`config.mk`:
```
export PLATFORM = sky130hd
export DESIGN_NAME = ram_section_power_control
export DESIGN_NICKNAME = d
export VERILOG_FILES = /design/src/ram_section_power_control.v
export VERILOG_INCLUDE_DIRS = /design/src /design/src/include
export SDC_FILE = /design/constraint.sdc
export NUM_CORES = 1
export LEC_CHECK = 0
export BUFFER_PORTS_ARGS = -buffer_cell sky130_fd_sc_hd__buf_4
export CORE_MARGIN = 2
export CORE_UTILIZATION = 35
export CTS_BUF_LIST = sky130_fd_sc_hd__clkbuf_4 sky130_fd_sc_hd__clkbuf_8 sky130_fd_sc_hd__clkbuf_16
export DETAILED_ROUTE_END_ITERATION = 8
export PLACE_DENSITY = 0.7
export SKIP_LAST_GASP = 1
export SLEW_MARGIN = 20
export SYNTH_ARGS = -nofsm -noshare
export SYNTH_HDL_FRONTEND = slang
export SYNTH_SLANG_ARGS = --single-unit
```
`constraint.sdc`:
```
create_clock -name core_clk -period 1.8 [get_ports core_clk]
set_input_delay 0.36 -clock core_clk [delete_from_list [all_inputs] [get_ports core_clk]]
set_output_delay 0.36 -clock core_clk [all_outputs]
set_load 0.1 [all_outputs]
```
`src/include/ram_power_defs.vh`:
```
// constants for the ram section power register block
// assumes a plain register port with 32-bit words and byte offsets
// Summary of operation
// bank5 power bit per section, 1 on
// powered section always keeps its contents
// off section retained only if retention set
// system off forces every section off
// bank5 retention bit per section, 1 keeps
// bank5 power register decoded at 0x950
// bank4 clear write 1 powers section off
// bank4 clear write 1 drops retention bit
// set and clear reads return power register
// set register write 1 powers section on
`ifndef RAM_POWER_DEFS_VH
`define RAM_POWER_DEFS_VH
`define BANK4_POWER_OFS   12'h940
`define BANK4_SET_OFS     12'h944
`define BANK4_CLEAR_OFS   12'h948
`define BANK5_POWER_OFS   12'h950
`define BANK5_SET_OFS     12'h954
`define BANK5_CLEAR_OFS   12'h958
`define POWER_RESET_VAL   32'h0000ffff
`define POWER_FIELD_LSB   0
`define RETAIN_FIELD_LSB  16
`endif

```
`src/ram_section_power_control.v`:
```
// ram section power and retention registers for banks 4 and 5
// assumes a one-cycle strobe register port, read data one cycle later
//
// Design decision made here: the address-and-strobe port.
`timescale 1ns/1ns
`include "ram_power_defs.vh"
module ram_section_power_control #(
  parameter SECTIONS = 16
) (
  input  wire                    core_clk,       // system clock
  input  wire                    srst,           // synchronous reset, active high
  input  wire [11:0]             reg_addr,       // byte address
  input  wire [31:0]             reg_wdata,      // write data
  input  wire                    reg_wr,         // write strobe
  input  wire                    reg_rd,         // read strobe
  output reg  [31:0]             reg_rdata,      // read data, cycle after strobe
  input  wire                    system_off,     // deepest sleep mode request
  output wire [SECTIONS-1:0]     bank4_power_en, // bank 4 section full power
  output wire [SECTIONS-1:0]     bank4_retain_en,// bank 4 section retention supply
  output wire [SECTIONS-1:0]     bank5_power_en, // bank 5 section full power
  output wire [SECTIONS-1:0]     bank5_retain_en // bank 5 section retention supply
);
  reg  [31:0] bank4_power_r;
  reg  [31:0] bank5_power_r;
  reg  [31:0] bank4_power_nxt;
  reg  [31:0] bank5_power_nxt;
  reg  [31:0] rdata_nxt;
  reg         off_meta_r;
  reg         off_sync_r;

  // system_off comes from the power manager outside this clock domain
  always @(posedge core_clk) begin
    if (srst) begin
      off_meta_r <= 1'b0;
      off_sync_r <= 1'b0;
    end else begin
      off_meta_r <= system_off;
      off_sync_r <= off_meta_r;
    end
  end

  always @* begin
    bank4_power_nxt = bank4_power_r;
    bank5_power_nxt = bank5_power_r;
    if (reg_wr) begin
      case (reg_addr)
        `BANK4_POWER_OFS: bank4_power_nxt = reg_wdata;
        `BANK4_SET_OFS:   bank4_power_nxt = bank4_power_r | reg_wdata;
        `BANK4_CLEAR_OFS: bank4_power_nxt = bank4_power_r & ~reg_wdata;
        `BANK5_POWER_OFS: bank5_power_nxt = reg_wdata;
        `BANK5_SET_OFS:   bank5_power_nxt = bank5_power_r | reg_wdata;
        `BANK5_CLEAR_OFS: bank5_power_nxt = bank5_power_r & ~reg_wdata;
        default: begin
          bank4_power_nxt = bank4_power_r;
        end
      endcase
    end
  end

  always @* begin
    case (reg_addr)
      `BANK4_POWER_OFS,
      `BANK4_SET_OFS,
      `BANK4_CLEAR_OFS: rdata_nxt = bank4_power_r;
      `BANK5_POWER_OFS,
      `BANK5_SET_OFS,
      `BANK5_CLEAR_OFS: rdata_nxt = bank5_power_r;
      default:          rdata_nxt = 32'h00000000;
    endcase
  end

  always @(posedge core_clk) begin
    if (srst) begin
      bank4_power_r <= `POWER_RESET_VAL;
      bank5_power_r <= `POWER_RESET_VAL;
      reg_rdata     <= 32'h00000000;
    end else begin
      bank4_power_r <= bank4_power_nxt;
      bank5_power_r <= bank5_power_nxt;
      reg_rdata     <= reg_rd ? rdata_nxt : 32'h00000000;
    end
  end

  // per-section enables; retention supply follows power or the retention bit
  genvar i;
  generate
    for (i = 0; i < SECTIONS; i = i + 1) begin : g_sec
      assign bank4_power_en[i]  = bank4_power_r[`POWER_FIELD_LSB+i] & ~off_sync_r;
      assign bank5_power_en[i]  = bank5_power_r[`POWER_FIELD_LSB+i] & ~off_sync_r;
      assign bank4_retain_en[i] = bank4_power_en[i] |
                                  bank4_power_r[`RETAIN_FIELD_LSB+i];
      assign bank5_retain_en[i] = bank5_power_en[i] |
                                  bank5_power_r[`RETAIN_FIELD_LSB+i];
    end
  endgenerate
endmodule

```
==> results of run 1 <==
==> metrics by stage <==
step,hold slack [ps],TNS [ps],instances,cell area (um2),total power [mW]
after floorplan,412,-6050,477,5240,2.89
after global placement,432,-15530,806,6700,3.16
after global routing,286,-1620,825,7500,5.27
final,260,-676,825,7500,5.16
after CTS,261,-885,822,7110,5.10
after detailed placement,452,-16900,806,6700,3.17
==> cell usage after synthesis, types with 2 or more instances <==
cell type / n
a211o_1: 47
a211o_2: 16
and2_1: 31
buf_2: 2
buf_6: 6
clkbuf_1: 15
clkbuf_2: 2
dfxtp_1: 98
mux2i_1: 32
nand2b_1: 28
nand4_1: 5
nor2_1: 32
nor2b_1: 36
nor3b_1: 33
nor4_4: 4
nor4b_1: 2
o2bb2ai_1: 32
or2_2: 32
or2b_2: 4
or3b_2: 2
==> layout by cell type (no fill, tap or decap), types with 2 or more instances in the layout <==
| cell type | instances |
|---|---|
| nor3b_1 | 33 |
| dfxtp_1 | 97 |
| o2bb2ai_1 | 32 |
| buf_12 | 41 |
| nor4_4 | 4 |
| nand4_1 | 5 |
| nor2b_4 | 32 |
| buf_16 | 2 |
| a211o_1 | 47 |
| or2_4 | 32 |
| nor2b_1 | 4 |
| mux2i_1 | 32 |
| or2b_2 | 4 |
| or3b_2 | 2 |
| and2_1 | 31 |
| nor4b_1 | 2 |
| nand2b_1 | 28 |
| nor2_1 | 32 |
| clkbuf_16 | 13 |
| buf_4 | 132 |
| a211o_2 | 16 |
==> flip-flops by register name, summed over array words and instances (netlist names) <==
signal         cells
bank5_power_r     32
reg_rdata         32
bank4_power_r     32
off_sync_r         1
off_meta_r         1
==> worst paths after layout <==
path                            depth (start not counted)                 end               from  slack (ps)
worst max-delay path                                    4  bank4_retain_en[1]         off_sync_r         -40
worst min-delay path                                    2          off_meta_r         system_off         260
worst max register to register                          3   bank5_power_r[14]  bank5_power_r[14]         820
worst min register to register                          1          off_sync_r         off_meta_r         470
==> kinds of logic after synthesis <==
| family | count (synthesis) | share of synthesized area [%] |
|---|---|---|
| and+or+nand+nor | 222 | 31.0 |
| xor gates and xnor gates | 1 | 0.180 |
| muxes | 32 | 6.60 |
| DFF | 98 | 40.4 |
| AOI/OAI and AO/OA | 98 | 18.8 |
| buffers and inverters | 26 | 3.04 |
==> worst max-delay path: cells and delay by family, from the launching register on <==
| kind | cells | cell delay (ps) |
|---|---|---|
| buffers and inverters | 2 | 380 |
| AND/OR/NAND/NOR | 2 | 290 |
| flip-flops | 1 | 470 |
==> layout make-up <==
| cell class | count | area [um2] |
|---|---|---|
| Tap cell | 180 | 225 |
| Clock buffer | 12 | 272 |
| Fill cell | 1170 | 6220 |
| Timing Repair Buffer | 179 | 1950 |
| Sequential cell | 98 | 1970 |
| Clock inverter | 3 | 21.3 |
| Multi-Input combinational cell | 353 | 3070 |
==> what timing repair did <==
action,4_1_cts,5_1_grt
cloned,1,3
pin swaps,0,3
hold buffers,0,0
hold endpoints to repair,0,0
endpoints found under the setup margin,32,32
gates resized for setup,23,76
==> routing by layer <==
| layer | up-vias | share of wire (%) |
|---|---|---|
| met2 | 113 | 51 |
| li1 | 2055 | - |
| met3 | 20 | 5.0 |
| met1 | 2123 | 42 |
| met4 | 0 | 1.5 |
| met5 | - | 0 |
==> report_power, final <==
part | internal (mW) | leakage, nW | total, mW | switching, mW
registers | 2.17 | 0.791 | 2.17 | 0.00583
logic | 0.379 | 2.69 | 1.06 | 0.686
clock network | 1.07 | 0.144 | 1.92 | 0.845
==> out/metrics.csv, run 1 <==
stage;metric;value;unit
status;status;complete, but fails checks;
status;violations;setup timing;
worst_setup_path;critPathArrivalTime;1480;ps
power_and_ir_drop;power.leakage;3.63;nW
sta;rsz0062_at_grt;true;
yosys;yosysTopAreaCell;dfxtp_1;
yosys;ys_async_sr_fraction;0;%
yosys;netlist_instances;477;
yosys;syn-cell-area;4850;um2
yosys;yosysSeqAreaShare;40.4;%
drt;antenna_left;0;
finish;drive_above_1_share;45.4;%
floorplan;ios;145;
global_routing;grt_max_degree;36;
floorplan;die-area;14800;um2
yosys;synth_warnings;0;
finish;fin_nets;690;
drt;drtIter0Drc;289;
drt;first_pass_iters;4;
sta;timing.final.crit_share;102;%
worst_setup_path;cp_max_fo;6;
yosys;synth_seq_cells;98;
floorplan;coreArea;13700;um2
global_routing;antenna_found_initial;0;
drt;drt_wl_total;15600;um
placement;place_congestion;0.864;
global_routing;use_met1;25.9;%
global_routing;grt-busiest-layer;met2;
global_routing;grt-ovfl-total;0;
sta;fmax;542;MHz
clock_network;ctsLongestPathBuffers;2;
clock_network;cts_tree;yes;
placement;dpl.hpwl;10900;um
global_routing;met3_usage;3.23;%
yosys;synth_cell_types;38;
floorplan;row_count;43;
power_and_ir_drop;power_density;687;nW/um2
yosys;ys.flop_type;dfxtp_1;
global_routing;use_met2;34.2;%
clock_network;numCtsBuffers;9;
worst_setup_path;cpMaxStageDelayCell;dfxtp_4;
sta;slew_viol_final;0;
yosys;synth_top_area_share;40.4;%
floorplan;die_h;122;um
floorplan;initial_utilization;35.4;%
sta;slew-limit-headroom;60.8;%
placement;io_buffer_count;144;
sta;setup_viol;29;
worst_hold_path;min_path_type;input port to flop;
yosys;synth_edf_count;0;
global_routing;track_usage;19.9;%
yosys;yosys-top-cells-area;dfxtp_1, a211o_1, mux2i_1;
worst_setup_path;slowest_delay;470;ps
worst_setup_path;crit_type;flop to output pin;
drt;vias;4311;
flow_run;cap_violations;0;
worst_setup_path;cp.required;1440;ps
global_routing;grt_pass1_vias;4260;
clock_network;htree_levels;3;
sta;finalHoldViolCount;0;
floorplan;die_w;122;um
drt;vias_per_cell;5.23;
finish;final_util;54.7;%
finish;area_growth;54.5;%
clock_network;insertion_delay;340;ps
worst_setup_path;end_kind;output pin;
global_routing;grt_pass1_wl;22900;um
drt;drc;0;
sta;worstMarginPinSlew;589;ps
clock_network;cts_num_sinks;98;
sta;finalWorstSetupSlack;-44.8;ps
worst_setup_path;crit_path_start_kind;flop;
clock_network;cts.clk_slew.worst_paths;70;ps
clock_network;root_buffer;clkbuf_16;
sta;fin_crit;1840;ps
clock_network;cts_setup_buffers;0;
yosys;synth_nets;526;
finish;antennaDiodeCount;0;
worst_setup_path;crit_chain;clkbuf_16, nor2b_4, or2_4, buf_12;
drt;routedWlPerCell;18.9;um
power_and_ir_drop;peakVddDrop;0.000622;V
placement;dp_slack;-263;ps
sta;clock_skew;4.60;ps
yosys;avgSynthCellArea;10.2;um2
No activity file was read; power rests on OpenSTA's default activity.
==> run 2, diff against run 1 <==
--- a/config.mk
+++ b/config.mk
@@ -11,7 +11,8 @@
 export CORE_UTILIZATION = 35
 export CTS_BUF_LIST = sky130_fd_sc_hd__clkbuf_4 sky130_fd_sc_hd__clkbuf_8 sky130_fd_sc_hd__clkbuf_16
 export DETAILED_ROUTE_END_ITERATION = 8
-export PLACE_DENSITY = 0.7
+export PLACE_DENSITY = 0.68
+export RECOVER_POWER = 25
 export SKIP_LAST_GASP = 1
 export SLEW_MARGIN = 20
 export SYNTH_ARGS = -nofsm -noshare
==> constraint.sdc (replaced) <==
create_clock -name core_clk -period 2.2 [get_ports core_clk]
set_input_delay 0.44 -clock core_clk [delete_from_list [all_inputs] [get_ports core_clk]]
set_output_delay 0.44 -clock core_clk [all_outputs]
set_load 0.1 [all_outputs]
==> run 2 against run 1 <==
  * Cell area is 13% lower
  * Global-route usage down 0.099 points
  * Wire length down 6.2%
  * Critical path depth stayed put
  * Sequential power fell by 18%
  * Flip-flop and latch count unchanged
  * The flow now finishes without violations
  * Worst hold slack improved by 57 ps
  * Sequential share of layout area is 4.0 points higher
==> out/metrics.csv, run 2 (synthesized netlist as in run 1, its figures left out) <==
stage;metric;value;unit
sta;fin_crit;2070;ps
clock_network;root_buffer;clkbuf_16;
drt;routedWlPerCell;18.1;um
drt;vias;4199;
sta;slew-limit-headroom;40.2;%
finish;final_util;47.5;%
drt;drt_wl_total;14600;um
finish;final_common_cell;buf_4;
global_routing;grt_pass1_vias;4110;
floorplan;ios;145;
floorplan;die_w;122;um
global_routing;track_usage;19.8;%
sta;timing.final.crit_share;93.9;%
drt;drc;0;
clock_network;htree_levels;3;
sta;setup_viol;0;
power_and_ir_drop;power.leakage;2.94;nW
drt;vias_per_cell;5.19;
finish;final_cell_mix;buf_4, dfxtp_1, a211o_1, clkbuf_2, nor3b_1;
worst_hold_path;min_path_type;input port to flop;
power_and_ir_drop;power_density;629;nW/um2
floorplan;row_count;43;
finish;area_growth;34.2;%
floorplan;die-area;14800;um2
floorplan;die_h;122;um
placement;dpl.hpwl;10500;um
sta;fmax;484;MHz
worst_setup_path;crit_type;flop to output pin;
finish;fin_nets;673;
global_routing;grt_max_degree;38;
sta;rsz0062_at_grt;false;
finish;stdcell_count;809;
global_routing;antenna_found_initial;0;
drt;first_pass_iters;4;
drt;antenna_left;0;
placement;place_congestion;0.770;
finish;antennaDiodeCount;0;
power_and_ir_drop;peakVddDrop;0.000358;V
sta;slew_viol_final;0;
sta;clock_skew;7.82;ps
worst_setup_path;crit_path_start_kind;flop;
clock_network;cts_setup_buffers;0;
floorplan;initial_utilization;35.4;%
drt;drtIter0Drc;197;
worst_setup_path;cp_max_fo;24;
clock_network;insertion_delay;340;ps
worst_setup_path;end_kind;output pin;
clock_network;ctsLongestPathBuffers;2;
sta;finalWorstSetupSlack;134;ps
status;status;finished, final reports clean;
sta;finalHoldViolCount;0;
clock_network;cts_tree;yes;
clock_network;cts.hold.buffers_added;0;
placement;dp_slack;56.2;ps
clock_network;cts.clk_slew.worst_paths;70;ps
global_routing;grt_pass1_wl;22600;um
sta;worstMarginPinSlew;897;ps
worst_setup_path;cp.required;1760;ps
flow_run;cap_violations;0;
placement;placedCellCount;793;
floorplan;coreArea;13700;um2
finish;drive_above_1_share;43.9;%
worst_setup_path;critPathArrivalTime;1630;ps
finish;reg.largest.list;bank4_power_r: 32 flops, bank5_power_r: 32 flops, reg_rdata: 32 flops;
clock_network;cts_num_sinks;98;
global_routing;grt-ovfl-total;0;
clock_network;numCtsBuffers;9;
placement;io_buffer_count;144;
## run 2: cell count changes in the layout (fill, tap and decap cells not counted), sizes merged
cell,before,now
buf,176,126
inv,1,0
clkinvlp,1,0
clkbuf,15,47
clkinv,1,4
bufinv,0,1
## run 2: layer usage
layer	vias up	global-route usage (%)	wire length [um]
met3	24	2.90	582
met4	0	8.41	400
met2	101	33.1	7150
met5	-	0	0
met1	2054	25.6	6490
li1	2020	-	-
## run 2: metrics by stage
stage	hold WS (ps)	setup TNS [ps]	instance area, um2	power (mW)
2_1_floorplan	414	-9370	4930	2.32
3_3_place_gp	422	0	6300	2.53
3_5_place_dp	432	0	6300	2.54
4_1_cts	305	0	6610	4.14
5_1_grt	318	0	6520	4.24
6_report	317	0	6520	4.10
## run 2: power breakdown
| part | switching [mW] | internal [mW] |
|---|---|---|
| registers | 0.00355 | 1.77 |
| logic | 0.526 | 0.194 |
| clock network | 0.676 | 0.922 |
| total | 1.21 | 2.89 |
## run 2: path summary, 6_finish.rpt
| path | start | end | slack [ps] | cells past startpoint |
|---|---|---|---|---|
| worst max-delay path | off_sync_r | bank4_retain_en[6] | 130 | 4 |
| worst max register to register | bank4_power_r[14] | bank4_power_r[14] | 1190 | 3 |
| worst min-delay path | system_off | off_meta_r | 320 | 2 |
| worst min register to register | off_meta_r | off_sync_r | 440 | 1 |
## run 2: layout make-up
| class | instances | area (um2) |
|---|---|---|
| clock buffers | 11 | 246 |
| well taps | 180 | 225 |
| clock inverters | 5 | 53.8 |
| repair buffers | 162 | 1200 |
| fillers | 1299 | 7200 |
| flip-flops and latches | 98 | 1970 |
| multi-input cells | 353 | 2830 |
## run 2: repair_timing
item,4_1_cts,5_1_grt
setup endpoints to repair,0,3
endpoints found under the hold margin,0,0
gates resized for setup,0,1
## run 2: worst max-delay path: stages (launching register included)
cell	delay, ps
dfxtp_4	440
buf_12	220
nor2b_2	100
or2_2	280
buf_4	240
==> run 3, diff against run 2 <==
--- a/config.mk
+++ b/config.mk
@@ -11,6 +11,7 @@
 export CORE_UTILIZATION = 35
 export CTS_BUF_LIST = sky130_fd_sc_hd__clkbuf_4 sky130_fd_sc_hd__clkbuf_8 sky130_fd_sc_hd__clkbuf_16
 export DETAILED_ROUTE_END_ITERATION = 8
+export GPL_TIMING_DRIVEN = 0
 export PLACE_DENSITY = 0.68
 export RECOVER_POWER = 25
 export SKIP_LAST_GASP = 1
==> run 3 against run 2 <==
  * Total power down 1.3%
  * Global-route usage is 0.36 points lower
  * Combinational power decreased by 0.6%
  * Flip-flop and latch count did not move
  * First-iteration DRC count decreased by 19%
  * Critical path depth did not move
  * Final cell count grew 1.1%
  * Via count barely moved
  * Sequential share of layout area up 0.16 points
  * Sequential power hardly changed
  * Critical path type unchanged
==> out/metrics.csv, run 3 (synthesized netlist as in run 1, its figures left out) <==
stage;metric;value;unit
drt;first_pass_iters;4;
global_routing;grt-ovfl-total;0;
floorplan;initial_utilization;35.4;%
sta;timing.final.crit_share;97.4;%
finish;nFillCells;1333;
sta;slew-limit-headroom;41.8;%
floorplan;die_h;122;um
drt;drtIter0Drc;160;
clock_network;ctsLongestPathBuffers;2;
finish;fin_nets;682;
sta;fin_crit;2140;ps
drt;vias_per_cell;5.14;
floorplan;die_w;122;um
sta;slew_viol_final;0;
flow_run;cap_violations;0;
finish;drive_above_1_share;42.6;%
worst_setup_path;cp.required;1760;ps
drt;drc;0;
sta;rsz0062_at_grt;true;
global_routing;use_met2;32.1;%
global_routing;grt_max_degree;17;
finish;final_cell_mix;buf_4, dfxtp_1, a211o_1, clkbuf_2, nor3b_1;
global_routing;use_met1;25.5;%
global_routing;track_usage;19.5;%
sta;hold-worst-slack;306;ps
clock_network;cts_num_sinks;98;
worst_setup_path;cp_max_fo;10;
floorplan;die-area;14800;um2
worst_hold_path;min_path_type;input port to flop;
floorplan;coreArea;13700;um2
floorplan;ios;145;
global_routing;antenna_found_initial;0;
global_routing;grt_pass1_wl;22300;um
sta;fmax;467;MHz
drt;antenna_left;0;
placement;place_congestion;0.890;
clock_network;numCtsBuffers;9;
global_routing;grt-busiest-layer;met2;
drt;drt_wl_total;14400;um
clock_network;htree_levels;3;
sta;setup_viol;0;
clock_network;cts.hold.buffers_added;0;
finish;area_growth;33.2;%
worst_setup_path;crit_path_start_kind;flop;
clock_network;insertion_delay;340;ps
clock_network;cts_tree;yes;
power_and_ir_drop;power_density;625;nW/um2
worst_setup_path;critPathArrivalTime;1700;ps
sta;finalHoldViolCount;0;
sta;worstMarginPinSlew;873;ps
finish;antennaDiodeCount;0;
global_routing;met3_usage;3.51;%
global_routing;grt_pass1_vias;4038;
placement;placedCellCount;801;
finish;reg.largest.list;bank4_power_r: 32 flops, bank5_power_r: 32 flops, reg_rdata: 32 flops;
drt;routedWlPerCell;17.7;um
clock_network;cts.clk_slew.worst_paths;70;ps
status;status;finished, final reports clean;
power_and_ir_drop;peakVddDrop;0.000429;V
finish;final_common_cell;buf_4;
clock_network;root_buffer;clkbuf_16;
drt;vias;4202;
sta;tns;0;ps
power_and_ir_drop;power.leakage;2.91;nW
worst_setup_path;crit_type;flop to output pin;
finish;stdcell_count;818;
placement;dpl.hpwl;11200;um
floorplan;row_count;43;
worst_setup_path;end_kind;output pin;
finish;final_util;47.2;%
sta;clock_skew;5.44;ps
placement;io_buffer_count;144;
run 3: layout make-up:
type / instances / area (um2) / share of cell area (%)
Tap cell: 180 / 225 / 3.48
Clock inverter: 4 / 33.8 / 0.522
Sequential cell: 98 / 1960 / 30.3
Multi-Input combinational cell: 353 / 2830 / 43.8
Clock buffer: 12 / 260 / 4.02
Timing Repair Buffer: 146 / 1010 / 15.6
Buffer: 25 / 150 / 2.32
run 3: final timing paths:
path | cells after the start | start | end | slack, ps
worst max-delay path | 4 | off_sync_r | bank4_retain_en[15] | 60
worst min-delay path | 2 | system_off | off_meta_r | 310
worst max register to register | 3 | bank4_power_r[14] | bank4_power_r[14] | 1200
worst min register to register | 1 | off_meta_r | off_sync_r | 450
run 3: through the flow:
stage          area, um2  setup slack [ps]  total power [mW]
4_1_cts             6540              18.0              4.07
6_report            6470              57.0              4.04
5_1_grt             6470             -31.8              4.18
3_3_place_gp        6240              -197              2.53
3_5_place_dp        6240              -240              2.54
2_1_floorplan       4930              -311              2.32
run 3: metal layers:
layer  wire (um)  vias up
li1            -     2043
met1        6490     2014
met2        6990      119
met3         576       26
met4         387        0
met5           0        -
run 3: worst max-delay path, cell delays in order (launching register included):
cell,delay (ps)
dfxtp_1,420
buf_2,310
nor2b_2,100
or2_2,290
buf_4,240
run 3: timing repair:
action / in CTS / in global routing
buffers inserted: 0 / 2
resized for setup: 4 / 3
endpoints found under the setup margin: 30 / 51
pin swaps: 0 / 2
run 3: where the power goes:
part	total, mW	internal [mW]	switching (mW)
sequential	1.78	1.77	0.00180
combinational	0.717	0.190	0.527
clock	1.55	0.851	0.699
total	4.04	2.82	1.23
